`src/design/dpc_defs.svh`:
```
// ---------------------------------------------------------------------------
// dpc_defs: constants for the converter pin control and serial port
// ---------------------------------------------------------------------------
// Purpose: offsets-free constant set (no bus) with field widths and timing
// Assumes: included by bare name from the design files
// Notes:   no register map; all control bits arrive as plain ports
//
// Summary of operation
// RULE_01 - master reset zeroes every internal register
// RULE_02 - edge select: low falling, high rising
// RULE_03 - one serial clock times both data directions
// RULE_04 - rising convert input starts one conversion
// RULE_05 - busy is high during conversion
// RULE_06 - select high drives internal oscillator out
// RULE_07 - select low makes conversion clock an input
// RULE_08 - three-wire mode never drives serial input
// RULE_09 - two-wire mode also drives serial input pin
// RULE_10 - serial output driven only while select low
// RULE_11 - serial output identical in both wire modes
// RULE_12 - chip select high ignores port, input released
// RULE_13 - conversions ignore chip select entirely
// RULE_14 - four general pins each input or output
// RULE_15 - converter clock is conversion clock over 1,2,4,8
// RULE_16 - one conversion takes fourteen divided clocks
// RULE_17 - oscillator enable bit acts like select high
// RULE_18 - host configures device through serial commands
// RULE_19 - busy rises at start, falls when result ready
// RULE_20 - host waits for busy low before triggering
`ifndef DPC_DEFS_SVH
`define DPC_DEFS_SVH

`define DPC_CONV_CYCLES   5'h0E
`define DPC_GP_WIDTH      4
`define DPC_OSC_HALF      4'h2
`define DPC_DF_W          2
`define DPC_RESET_ZERO    1'b0

`endif

```
`src/design/dpc_pkg.sv`:
```
// ---------------------------------------------------------------------------
// dpc_pkg: types shared by the pin control block
// ---------------------------------------------------------------------------
// Purpose: state types
// Assumes: nothing
// Notes:   none
package dpc_pkg;
  typedef enum logic [1:0] {DPC_IDLE, DPC_CONV, DPC_DONE} dpc_conv_st_t;
endpackage

```
`src/design/dpc_clk_div.sv`:
```
// ---------------------------------------------------------------------------
// dpc_clk_div: divides the conversion clock by 1, 2, 4 or 8
// ---------------------------------------------------------------------------
// Purpose: produce a one-cycle tick per divided conversion clock period
// Assumes: i_conversion_clock_rise is a one-cycle pulse per conversion clock period
// Notes:   tick rather than a derived clock keeps one clock domain
`include "dpc_defs.svh"
module dpc_clk_div #(
  parameter int DF_W = `DPC_DF_W
) (
  // clock and reset
  input  wire logic            i_clk,
  input  wire logic            i_resetn,
  // control
  input  wire logic            i_conversion_clock_rise,
  input  wire logic [DF_W-1:0] i_div_factor,
  // divided tick
  output logic                 o_divided_conversion_clock_tick
);
  logic [2:0] cnt_ff;
  logic [2:0] nxt_cnt;
  logic       tick_ff;
  logic       nxt_tick;
  logic [2:0] lim;

  // divide factor encodes 1<<sel; limit is factor minus one
  always_comb begin
    lim      = 3'((4'h1 << i_div_factor) - 4'h1);
    nxt_cnt  = cnt_ff;
    nxt_tick = 1'b0;
    if (i_conversion_clock_rise) begin
      if (cnt_ff >= lim) begin
        nxt_cnt  = 3'h0;
        nxt_tick = 1'b1; // RULE_15
      end else begin
        nxt_cnt  = 3'(cnt_ff + 3'h1);
      end
    end
  end

  // register divider state
  always_ff @(posedge i_clk or negedge i_resetn) begin
    if (!i_resetn) begin
      cnt_ff  <= 3'h0; // RULE_01
      tick_ff <= 1'b0;
    end else begin
      cnt_ff  <= nxt_cnt;
      tick_ff <= nxt_tick;
    end
  end

  assign o_divided_conversion_clock_tick = tick_ff;
endmodule

```
`src/design/dpc_top.sv`:
```
// ---------------------------------------------------------------------------
// dpc_top: pin control, conversion sequencing and serial port pins
// ---------------------------------------------------------------------------
// Purpose: reset, convert/busy, conversion clock source, serial port pins
// Assumes: all inputs synchronous to I_CLK_SYS (10 MHz)
// Notes:   serial shifting is edge-detected on the sampled serial clock;
//          the command decoder is outside this block, words cross by ports
`include "dpc_defs.svh"
module dpc_top #(
  parameter int GP_W = `DPC_GP_WIDTH,
  parameter int DF_W = `DPC_DF_W,
  parameter int SW   = 8
) (
  // clock and reset
  input  wire logic            I_CLK_SYS,
  input  wire logic            I_RESETN,
  // conversion control
  input  wire logic            I_CONVERT,
  input  wire logic            I_CLOCK_SOURCE_SELECT,
  input  wire logic            I_OSCILLATOR_ENABLE_BIT,
  input  wire logic [DF_W-1:0] I_CLOCK_DIVIDE_FACTOR,
  output logic                 O_BUSY,
  // conversion clock pin
  input  wire logic            I_CONVERSION_CLOCK,
  output logic                 O_CONVERSION_CLOCK,
  output logic                 O_CONVERSION_CLOCK_OE,
  // serial port
  input  wire logic            I_CS_N,
  input  wire logic            I_EDGE_SELECT,
  input  wire logic            I_TWO_WIRE,
  input  wire logic            I_SCLK,
  input  wire logic            I_DIN,
  output logic                 O_DIN,
  output logic                 O_DIN_OE,
  output logic                 O_DOUT,
  output logic                 O_DOUT_OE,
  // serial words to and from the command logic
  input  wire logic [SW-1:0]   I_TX_WORD,
  output logic [SW-1:0]        O_RX_WORD,
  output logic                 O_RX_VALID,
  // general purpose pins
  input  wire logic [GP_W-1:0] I_GP_DIR_OUT,
  input  wire logic [GP_W-1:0] I_GP_OUT_VAL,
  input  wire logic [GP_W-1:0] I_GENERAL_PURPOSE_PINS,
  output logic [GP_W-1:0]      O_GENERAL_PURPOSE_PINS,
  output logic [GP_W-1:0]      O_GENERAL_PURPOSE_PINS_OE,
  output logic [GP_W-1:0]      O_GP_IN_VAL
);
  // -------------------------------------------------------------------------
  // conversion clock source
  // -------------------------------------------------------------------------
  logic       osc_on;
  logic [3:0] osc_cnt_ff, nxt_osc_cnt;
  logic       osc_ff, nxt_osc;
  logic       oe_ff, nxt_oe;
  logic       conversion_clock_q_ff, nxt_conversion_clock_q;
  logic       conversion_clock_rise;

  assign osc_on = I_CLOCK_SOURCE_SELECT | I_OSCILLATOR_ENABLE_BIT; // RULE_06 RULE_17

  // internal oscillator is a divided system clock; sequencer takes it from the register when driven, else from the pin
  always_comb begin
    nxt_osc_cnt = osc_cnt_ff;
    nxt_osc     = osc_ff;
    nxt_oe      = osc_on; // RULE_07
    if (!osc_on) begin
      nxt_osc_cnt = 4'h0;
      nxt_osc     = 1'b0;
    end else if (osc_cnt_ff == `DPC_OSC_HALF - 4'h1) begin
      nxt_osc_cnt = 4'h0;
      nxt_osc     = ~osc_ff; // RULE_06
    end else begin
      nxt_osc_cnt = 4'(osc_cnt_ff + 4'h1);
    end
    // pin value seen internally either way
    nxt_conversion_clock_q  = oe_ff ? osc_ff : I_CONVERSION_CLOCK;
  end

  assign conversion_clock_rise = nxt_conversion_clock_q & ~conversion_clock_q_ff;

  always_ff @(posedge I_CLK_SYS or negedge I_RESETN) begin
    if (!I_RESETN) begin
      osc_cnt_ff <= 4'h0; // RULE_01
      osc_ff     <= 1'b0;
      oe_ff      <= 1'b0;
      conversion_clock_q_ff  <= 1'b0;
    end else begin
      osc_cnt_ff <= nxt_osc_cnt;
      osc_ff     <= nxt_osc;
      oe_ff      <= nxt_oe;
      conversion_clock_q_ff  <= nxt_conversion_clock_q;
    end
  end

  assign O_CONVERSION_CLOCK    = osc_ff;
  assign O_CONVERSION_CLOCK_OE = oe_ff;

  // -------------------------------------------------------------------------
  // conversion sequencer
  // -------------------------------------------------------------------------
  logic                  divided_conversion_clock_tick;
  dpc_pkg::dpc_conv_st_t st_ff, nxt_st;
  logic [4:0]            cyc_ff, nxt_cyc;
  logic                  conv_q_ff;
  logic                  busy_ff, nxt_busy;

  dpc_clk_div #(.DF_W(DF_W)) u_div (
    .i_clk        (I_CLK_SYS),
    .i_resetn     (I_RESETN),
    .i_conversion_clock_rise  (conversion_clock_rise),
    .i_div_factor (I_CLOCK_DIVIDE_FACTOR),
    .o_divided_conversion_clock_tick  (divided_conversion_clock_tick)
  );

  // chip select deliberately absent here: conversions run regardless
  always_comb begin
    nxt_st   = st_ff;
    nxt_cyc  = cyc_ff;
    unique case (st_ff)
      dpc_pkg::DPC_IDLE: begin
        if (I_CONVERT && !conv_q_ff) begin // RULE_04 RULE_13
          nxt_st  = dpc_pkg::DPC_CONV;
          nxt_cyc = 5'h0;
        end
      end
      dpc_pkg::DPC_CONV: begin
        if (divided_conversion_clock_tick) begin
          nxt_cyc = 5'(cyc_ff + 5'h1);
          if (cyc_ff == `DPC_CONV_CYCLES - 5'h1) begin
            nxt_st = dpc_pkg::DPC_DONE; // RULE_16
          end
        end
      end
      dpc_pkg::DPC_DONE: begin
        nxt_st = dpc_pkg::DPC_IDLE; // done lasts one cycle, then back to idle
      end
      default: nxt_st = dpc_pkg::DPC_IDLE;
    endcase
    nxt_busy = (nxt_st == dpc_pkg::DPC_CONV); // RULE_05 RULE_19
  end

  always_ff @(posedge I_CLK_SYS or negedge I_RESETN) begin
    if (!I_RESETN) begin
      st_ff     <= dpc_pkg::DPC_IDLE; // RULE_01
      cyc_ff    <= 5'h0;
      conv_q_ff <= 1'b0;
      busy_ff   <= 1'b0;
    end else begin
      st_ff     <= nxt_st;
      cyc_ff    <= nxt_cyc;
      conv_q_ff <= I_CONVERT;
      busy_ff   <= nxt_busy;
    end
  end

  assign O_BUSY = busy_ff;

  // -------------------------------------------------------------------------
  // serial port
  // -------------------------------------------------------------------------
  logic          sclk_q_ff;
  logic          act_edge;
  logic [SW-1:0] rx_sh_ff, nxt_rx_sh;
  logic [SW-1:0] tx_sh_ff, nxt_tx_sh;
  logic [3:0]    bit_ff, nxt_bit;
  logic [SW-1:0] rx_word_ff, nxt_rx_word;
  logic          rx_vld_ff, nxt_rx_vld;
  logic          dout_ff, nxt_dout;
  logic          doe_ff, nxt_doe;
  logic          dinoe_ff, nxt_dinoe;

  // one serial clock, chosen edge, both directions
  assign act_edge = I_EDGE_SELECT ? (I_SCLK & ~sclk_q_ff)
                                  : (~I_SCLK & sclk_q_ff); // RULE_02 RULE_03

  always_comb begin
    nxt_rx_sh   = rx_sh_ff;
    nxt_tx_sh   = tx_sh_ff;
    nxt_bit     = bit_ff;
    nxt_rx_word = rx_word_ff;
    nxt_rx_vld  = 1'b0;
    nxt_dout    = dout_ff;
    nxt_doe     = ~I_CS_N; // RULE_10 RULE_11
    nxt_dinoe   = ~I_CS_N & I_TWO_WIRE; // RULE_08 RULE_09 RULE_12
    if (I_CS_N) begin
      nxt_bit   = 4'h0; // RULE_12
      nxt_tx_sh = I_TX_WORD;
      nxt_dout  = I_TX_WORD[SW-1];
    end else if (act_edge) begin
      nxt_rx_sh = {rx_sh_ff[SW-2:0], I_DIN};
      nxt_tx_sh = {tx_sh_ff[SW-2:0], 1'b0};
      nxt_dout  = tx_sh_ff[SW-2]; // RULE_03
      if (bit_ff == 4'(SW - 1)) begin
        nxt_bit     = 4'h0;
        nxt_rx_word = {rx_sh_ff[SW-2:0], I_DIN};
        nxt_rx_vld  = 1'b1;
        nxt_tx_sh   = I_TX_WORD;
        nxt_dout    = I_TX_WORD[SW-1];
      end else begin
        nxt_bit = 4'(bit_ff + 4'h1);
      end
    end
  end

  always_ff @(posedge I_CLK_SYS or negedge I_RESETN) begin
    if (!I_RESETN) begin
      sclk_q_ff  <= 1'b0; // RULE_01
      rx_sh_ff   <= '0;
      tx_sh_ff   <= '0;
      bit_ff     <= 4'h0;
      rx_word_ff <= '0;
      rx_vld_ff  <= 1'b0;
      dout_ff    <= 1'b0;
      doe_ff     <= 1'b0;
      dinoe_ff   <= 1'b0;
    end else begin
      sclk_q_ff  <= I_SCLK;
      rx_sh_ff   <= nxt_rx_sh;
      tx_sh_ff   <= nxt_tx_sh;
      bit_ff     <= nxt_bit;
      rx_word_ff <= nxt_rx_word;
      rx_vld_ff  <= nxt_rx_vld;
      dout_ff    <= nxt_dout;
      doe_ff     <= nxt_doe;
      dinoe_ff   <= nxt_dinoe;
    end
  end

  assign O_DOUT     = dout_ff;
  assign O_DOUT_OE  = doe_ff;
  assign O_DIN      = dout_ff; // same data as the dedicated output
  assign O_DIN_OE   = dinoe_ff;
  assign O_RX_WORD  = rx_word_ff;
  assign O_RX_VALID = rx_vld_ff;

  // -------------------------------------------------------------------------
  // general purpose pins
  // -------------------------------------------------------------------------
  logic [GP_W-1:0] gp_o_ff, gp_oe_ff, gp_in_ff;

  // each pin independently input or output
  always_ff @(posedge I_CLK_SYS or negedge I_RESETN) begin
    if (!I_RESETN) begin
      gp_o_ff  <= '0; // RULE_01
      gp_oe_ff <= '0;
      gp_in_ff <= '0;
    end else begin
      gp_o_ff  <= I_GP_OUT_VAL;
      gp_oe_ff <= I_GP_DIR_OUT; // RULE_14
      gp_in_ff <= I_GENERAL_PURPOSE_PINS;
    end
  end

  assign O_GENERAL_PURPOSE_PINS    = gp_o_ff;
  assign O_GENERAL_PURPOSE_PINS_OE = gp_oe_ff;
  assign O_GP_IN_VAL               = gp_in_ff;
endmodule

```
`config.mk`:
```
export PLATFORM = sky130hd
export DESIGN_NAME = dpc_top
export DESIGN_NICKNAME = d
export VERILOG_FILES = /design/src/design/dpc_pkg.sv /design/src/design/dpc_clk_div.sv /design/src/design/dpc_top.sv
export VERILOG_INCLUDE_DIRS = /design/src /design/src/design
export SDC_FILE = /design/constraint.sdc
export NUM_CORES = 1
export LEC_CHECK = 0
export BUFFER_PORTS_ARGS = -buffer_cell sky130_fd_sc_hd__buf_2
export CAP_MARGIN = 20
export CORE_ASPECT_RATIO = 1.5
export CORE_UTILIZATION = 53
export CTS_CLUSTER_DIAMETER = 200
export DETAILED_ROUTE_END_ITERATION = 10
export PLACE_DENSITY = 0.78
export SLEW_MARGIN = 20
export SYNTH_ARGS = -nofsm -noshare
export SYNTH_HDL_FRONTEND = slang
export SYNTH_SLANG_ARGS = --single-unit
```
`constraint.sdc`:
```
create_clock -name I_CLK_SYS -period 2.1 [get_ports I_CLK_SYS]
set_input_delay 0.42 -clock I_CLK_SYS [delete_from_list [all_inputs] [get_ports I_CLK_SYS]]
set_output_delay 0.42 -clock I_CLK_SYS [all_outputs]
set_load 0.05 [all_outputs]
```
==> results.env, run 1 <==
FINALNETCOUNT=330
CTS_TREE='done'
CTS.HOLD.BUFFERS_ADDED=0
CRIT_PATH_MAX_FANOUT=9
DETAIL_ROUTE.ITER0.VIOLATIONS=121
FLOW.AREA_GROWTH_FROM_SYNTHESIS_PCT=19.5
ROWS=31
CP_CELL_SEQUENCE='ha_1, nand2_1, a2111o_1, mux2_4'
DRT-PASS1-ITER-COUNT=4
WORSTMARGINPINSLEW_NS=0.502
TIMING.FINAL.CRIT_PERIOD_NS=1.88
PORT-BUFFER-COUNT=60
FILLERS=399
MAX_FREQ_GHz=0.533
SLEW_HEADROOM_PCT=66.5
RUN_STATUS='finished clean'
ANTENNADIODECOUNT=0
CLOCK_SKEW_NS=0.00764
DP.CELLS=343
PLACE.GP.CONGESTION=0.798
POST_SYNTH_MOST_FREQUENT_CELLS='sky130_fd_sc_hd__dfrtp_1 (63), sky130_fd_sc_hd__mux2_1 (14), sky130_fd_sc_hd__inv_1 (12), sky130_fd_sc_hd__nand2_1 (12), sky130_fd_sc_hd__o21ai_0 (12)'
GLOBALROUTEOVERFLOWTOTAL=0
VIA_COUNT=1882
FINAL_CELLS=358
CTSHTREEMAXLEVEL=3
CRITPATHKIND='register to register'
CRITICAL-PATH-TOP-DELAY-FAMILY='compound AO/OA/AOI/OAI gates'
NUMBER_OF_BUFFERS_AND_INVERTERS_ON_THE_CRITICAL_PATH=0
AREA_SHARE_OF_THE_LARGEST_CELL_TYPE_AFTER_SYNTHESIS_PCT=57.4
GRT_MAX_DEGREE=45
SYNTH_CELL_TYPE_COUNT=40
SLEW_VIOLATIONS=0
DRC=0
PLACE.DETAILED.HPWL_MM=3.52
CRITICAL_PATH.SLOWEST_CELL='sky130_fd_sc_hd__a2111o_1'
DRT-WIRELENGTH-PER-CELL_UM=13.4
PERIOD_SHARE_PCT=89.3
CTS_MAX_PATH_BUFFERS=2
WORSTHOLDPATHTYPE='primary input to asynchronous set/reset pin'
POST-CTS-SETUP-BUFFERS=0
GRT_SETUP_UNREPAIRED='no'
MAXCAPVIOLCOUNT=0
CTS-ROOT-BUF='sky130_fd_sc_hd__clkbuf_8'
POST_SYNTH_ARST_SHARE_PCT=100
LAYOUT_SETUP_WS_NS=0.225
TOTAL_LEAKAGE_POWER_nW=1.62
END_KIND='register'
IOS=61
MULTI_INPUT_AREA_UM2=1070
FINALHOLDVIOLATIONS=0
NETLIST.TOP_CELL.BY_AREA='sky130_fd_sc_hd__dfrtp_1'
GRT_PASS1_VIAS=1886
YOSYS.CELL_COUNT.TOP_TYPE='sky130_fd_sc_hd__dfrtp_1'
CRITPATHARRIVALTIME_NS=2.09
DRT-TOTAL-WL_MM=4.80
CP_SLOWEST_STAGE_DELAY_NS=0.61
WORST_R2R_ENDPOINT='O_RX_WORD[4]'
SYNTH_ENABLE_FLOP_CELLS=0
PRE_CTS_SLACK_NS=0.0625
VDD_DROP_MAX_V=0.000622
SYNTH.NET_COUNT=265
SYN_AVG_CELL_AREA_UM2=12.3
DIEWIDTH_UM=60.8
CTS-RESIZED-GATES=0
CORE-AREA_UM2=4890
FINAL.SETUP.TNS_NS=0
REGISTER_AREA_SHARE_AFTER_SYNTHESIS_PCT=57.4
INITIAL_UTILIZATION_PCT=56.2
TIMING.REG2REG.WORST_PATH_DEPTH=4
CP-START-KIND='register'
CLKTRANSATPATHREGS_NS=0.07
POSTSYNTH.TOPFLOPCELL='sky130_fd_sc_hd__dfrtp_1'
SYNTH_TOP_CELLS_BY_AREA='sky130_fd_sc_hd__dfrtp_1 (57%), sky130_fd_sc_hd__mux2_1 (5.7%), sky130_fd_sc_hd__mux2_4 (4.4%)'
DESIGN.DIE.AREA_UM2=5480
GRT_FIRST_PASS_WIRELENGTH_MM=8.04
SEQ_CELLS_POST_SYNTH=63
SYN-CELL-AREA_UM2=2750
REG2REG_FROM='bit_ff[0]'
ANTENNA_FOUND_INITIAL=0
SETUP_VIOL=0
CTS_SINKS=63
CP.REQUIRED_NS=2.31
POWER-PER-CELL-AREA_nW_PER_UM2=978
DIE-HEIGHT_UM=90.2
ANTENNA_VIOLATING_NETS_POST_ROUTE=0
CLOCK_INSERTION_DELAY_WORST_SKEW_NS=0.33
VIAS_PER_CELL=5.26
REGISTER_AREA_UM2=1580
POST_ROUTE_CELLS_DRIVE_ABOVE_1_SHARE_PCT=31.8
POST_SYNTH_INST_COUNT=223
TRITONCTS.NUM_BUFFERS=9
FF2FF_SETUP_SLACK_NS=0.22
TRACK_USAGE_PCT=20.1
SYNTH_WARNINGS=0
==> cells by family after synthesis <==
logic type	synth area share [%]
flops	57.4
compound gates	8.33
fa+ha+maj	4.10
xor+xnor	0.956
simple gates	13.8
mux	11.7
buf+inv	3.83
==> worst max path at each step <==
stage	cells after the start	slack, ns	from	end
finish	4	0.22	bit_ff[0]	O_RX_WORD[4]
global route	4	0.15	bit_ff[0]	O_RX_WORD[1]
CTS	4	0.23	bit_ff[0]	O_RX_WORD[7]
detailed placement	4	0.06	I_SCLK	O_RX_WORD[4]
global placement	4	0.09	I_SCLK	O_RX_WORD[5]
floorplan	5	0.24	I_SCLK	O_RX_WORD[0]
==> cell usage in the layout, fill, tap and decap left out, drive strengths merged, types with 9 or more instances in the layout <==
cell / netlist / routed
dfrtp: 63 / 63
ha: 9 / 9
o21ai: 12 / 12
nand2b: 10 / 10
clkbuf: 8 / 11
mux2: 24 / 24
nand2: 12 / 12
buf: 3 / 65
inv: 12 / 12
==> flip-flops by register name (all words and copies together) (netlist names), 2 cells and up <==
register and flops:
bit_ff 4, st_ff 2, u_div.cnt_ff 3, tx_sh_ff 7, O_GENERAL_PURPOSE_PINS_OE 4, cyc_ff 5, O_GENERAL_PURPOSE_PINS 4, osc_cnt_ff 4
O_RX_WORD 8, O_GP_IN_VAL 4, rx_sh_ff 7
==> worst reg2reg max path, stage by stage (launching register included) <==
cell and delay, ns:
sky130_fd_sc_hd__dfrtp_1 0.39, sky130_fd_sc_hd__ha_1 0.30, sky130_fd_sc_hd__nand2_1 0.08, sky130_fd_sc_hd__a2111o_1 0.61
sky130_fd_sc_hd__mux2_4 0.38
==> layer usage <==
layer,GRT usage [%],wire [um],up-vias
li1,-,-,913
met1,21.8,1940,913
met2,34.2,2520,47
met3,5.47,229,9
met4,10.2,110,0
met5,0,0,-
==> metrics by stage <==
stage          hold WS [ns]  total power [mW]  util, %  area [um^2]
5_1_grt              0.0704              3.43     67.2         3280
4_1_cts              0.0422              3.25     67.2         3280
6_report             0.0405              3.21     67.2         3280
2_1_floorplan         0.124              2.14        -         2750
3_5_place_dp          0.407              2.38     63.9         3120
3_3_place_gp          0.403              2.32     63.9         3120
==> power by group <==
part / internal, mW / switching [mW]
clock network: 0.447 / 0.427
registers: 1.45 / 0.184
logic: 0.289 / 0.415
==> layout make-up <==
type / instances / share of cell area [%]
well taps: 66 / 2.51
flip-flops and latches: 63 / 48.0
inverters: 12 / 1.37
clock inverters: 4 / 0.686
multi-input cells: 137 / 32.5
clock buffers: 11 / 4.30
repair buffers: 65 / 10.7
Note: power is estimated with default switching activity, not from simulation.
==> run 2, diff against run 1 <==
Settings changed: ABC_CLOCK_PERIOD_IN_PS from default to 2100, CELL_PAD_IN_SITES_DETAIL_PLACEMENT from default to 1, CELL_PAD_IN_SITES_GLOBAL_PLACEMENT from default to 1, CORE_UTILIZATION 53 to 42, PLACE_DENSITY 0.78 to default, PLACE_DENSITY_LB_ADDON from default to 0.1, SETUP_SLACK_MARGIN from default to 0.4.
==> results.env, run 2 (synthesis gave the netlist of run 1 again) <==
RUN_STATUS='finished clean'
NETSWITCHINGPOWER_mW=1.12  # +8.9%
POWER-PER-CELL-AREA_nW_PER_UM2=1040  # +6.3%
DETAIL_ROUTE.ITER0.VIOLATIONS=87  # -28%
INITIAL_UTILIZATION_PCT=44.2  # -12 points
CTS_MAX_PATH_BUFFERS=2  # unchanged
POST_ROUTE_CELLS_DRIVE_ABOVE_1_SHARE_PCT=35.0  # +3.2 points
FILLERS=674  # +69%
MOST_COMMON_LIBRARY_CELL_IN_THE_LAYOUT_IGNORING_FILL_AND_TAPS='sky130_fd_sc_hd__dfrtp_1'
ANTENNADIODECOUNT=0  # unchanged
MAX_FREQ_GHz=0.583  # +9.3%
TIMING.FINAL.CRIT_PERIOD_NS=1.71  # -0.160 ns
POST-LAYOUT-TOTAL-POWER_mW=3.53  # +10%
DRT-TOTAL-WL_MM=5.97  # +24%
INTERNAL_POWER_mW=2.42  # +11%
CP.REQUIRED_NS=2.32  # about the same
CP-START-KIND='register'
TIMING.REG2REG.WORST_PATH_DEPTH=3  # -1
ROWS=35  # +13%
POWER_FRAC_COMB_PCT=20.4  # -1.5 points
DIEWIDTH_UM=68.0  # +12%
CLKTRANSATPATHREGS_NS=0.07  # about the same
FINALHOLDVIOLATIONS=0  # unchanged
DESIGN.DIE.AREA_UM2=6880  # +25%
CTS.HOLD.BUFFERS_ADDED=0  # unchanged
ANTENNA_VIOLATING_NETS_POST_ROUTE=0  # unchanged
CTSHTREEMAXLEVEL=3  # unchanged
GRT_PASS1_VIAS=2085  # +11%
WORST_R2R_ENDPOINT='O_RX_WORD[7]'
FLOW.AREA_GROWTH_FROM_SYNTHESIS_PCT=23.7
CLOCK_SKEW_NS=0.00916  # +0.00152 ns
CLOCK_INSERTION_DELAY_WORST_SKEW_NS=0.34  # about the same
PORT-BUFFER-COUNT=60  # unchanged
POST-CTS-SETUP-BUFFERS=0  # unchanged
GRT_MAX_DEGREE=30  # -33%
GLOBALROUTEOVERFLOWTOTAL=0  # unchanged
PERIOD_SHARE_PCT=81.7  # -7.6 points
PWR-SHARE-CLK_PCT=33.0  # +5.8 points
CRITPATHARRIVALTIME_NS=1.94  # -0.15 ns
WORSTHOLDPATHTYPE='primary input to asynchronous set/reset pin'
SWITCHING_SHARE_OF_POWER_PCT=31.6  # -0.31 points
SLEW_VIOLATIONS=0  # unchanged
CORE-AREA_UM2=6220  # +27%
DRT-PASS1-ITER-COUNT=4  # unchanged
CRIT_PATH_MAX_FANOUT=5  # -4
WORSTMARGINPINSLEW_NS=0.567  # +0.0655 ns
PLACE.DETAILED.HPWL_MM=4.29  # +22%
LAYOUT_SETUP_WS_NS=0.385  # +0.160 ns
VDD_DROP_MAX_V=0.000585  # -5.9%
TOTAL_LEAKAGE_POWER_nW=1.66  # +2.6%
MAXCAPVIOLCOUNT=0  # unchanged
CTS-ROOT-BUF='sky130_fd_sc_hd__clkbuf_8'
VIAS_PER_CELL=5.27  # +0.19%
PLACE.GP.CONGESTION=0.723  # -9.3%
TRITONCTS.NUM_BUFFERS=9  # unchanged
LARGEST_REGISTER_FF_COUNT=8  # unchanged
TRACK_USAGE_PCT=20.1  # -0.030 points
SETUP_VIOL=0  # unchanged
ANTENNA_FOUND_INITIAL=0  # unchanged
LAYOUT.CELLS.MOST_COMMON_LIST='sky130_fd_sc_hd__dfrtp_1 (63), sky130_fd_sc_hd__buf_2 (60), sky130_fd_sc_hd__mux2_1 (14)'
DRC=0  # unchanged
END_KIND='register'
FF2FF_SETUP_SLACK_NS=0.39  # +0.16 ns
CTS_TREE='done'
PRE_CTS_SLACK_NS=0.0740  # +0.0115 ns
FINALNETCOUNT=334  # +1.2%
IOS=61  # unchanged
CTS_SINKS=63  # unchanged
DIE-HEIGHT_UM=101  # +12%
GRT_SETUP_UNREPAIRED='yes'
MULTI_INPUT_AREA_UM2=1090  # +2.3%
REG2REG_FROM='sclk_q_ff'
REGISTER_AREA_UM2=1580  # unchanged
GRT_FIRST_PASS_WIRELENGTH_MM=10.0  # +25%
SEQUENTIAL_SHARE_OF_POWER_PCT=46.5  # -4.4 points
SLEW_HEADROOM_PCT=62.2  # -4.4 points
CRITPATHKIND='register to register'
FINAL.SETUP.TNS_NS=0  # unchanged
VIA_COUNT=1954  # +3.8%
DRT-WIRELENGTH-PER-CELL_UM=16.1  # +20%
-- run 2: cell types whose count changed in the layout (fill, tap and decap cells not counted), sizes merged --
cell	before	now
bufinv	0	2
clkinv	3	4
inv	12	13
a2111o	1	2
clkinvlp	1	0
buf	65	68
clkbuf	11	9
-- run 2: worst max-delay path by stage --
| stage | start | endpoint | slack (ns) |
|---|---|---|---|
| final | sclk_q_ff | O_RX_WORD[7] | 0.39 |
| after global routing | sclk_q_ff | O_RX_WORD[7] | 0.34 |
| after CTS | sclk_q_ff | O_RX_WORD[7] | 0.38 |
| after detailed placement | I_SCLK | O_RX_WORD[0] | 0.07 |
| after global placement | I_SCLK | O_RX_WORD[1] | 0.08 |
| after floorplan | I_SCLK | O_RX_WORD[0] | 0.24 |
-- run 2: power groups by stage --
stage,logic [mW],registers [mW],clock network [mW]
6_report,0.722,1.64,1.17
3_5_place_dp,0.726,1.67,0
3_3_place_gp,0.693,1.65,0
2_1_floorplan,0.428,1.71,0
4_1_cts,0.737,1.65,1.19
5_1_grt,0.816,1.68,1.25
-- run 2: stage by stage --
stage          utilization, %  hold WS [ns]  area, um^2  instances
6_report                 54.6        0.0654        3400        371
2_1_floorplan               -         0.124        2750        223
3_3_place_gp             50.7         0.443        3150        354
5_1_grt                  54.6         0.101        3400        371
3_5_place_dp             50.7         0.437        3150        354
4_1_cts                  54.5        0.0635        3390        371
-- run 2: worst max-delay path: stages (launching register included) --
cell,delay [ns]
sky130_fd_sc_hd__dfrtp_1,0.34
sky130_fd_sc_hd__or3b_4,0.40
sky130_fd_sc_hd__a2111o_2,0.53
sky130_fd_sc_hd__mux2_4,0.33
-- run 2: what timing repair did --
action	in CTS	in global routing
setup endpoints to repair	10	20
gates cloned	1	0
pin swaps	1	1
hold endpoints to repair	0	0
gates resized for setup	4	3
-- run 2: routing by layer --
layer	GRT usage (%)	vias to the layer above	part of all wire, %
li1	-	928	-
met1	23.3	967	40
met2	33.5	47	53
met3	4.98	12	4.8
met4	9.78	0	2.5
met5	0	-	0
-- run 2: layout make-up --
| cell class | count | area share [%] |
|---|---|---|
| well taps | 74 | 2.72 |
| inverters | 12 | 1.33 |
| clock buffers | 9 | 3.65 |
| repair buffers | 68 | 11.0 |
| clock inverters | 7 | 2.84 |
| flip-flops and latches | 63 | 46.4 |
| multi-input cells | 138 | 32.1 |
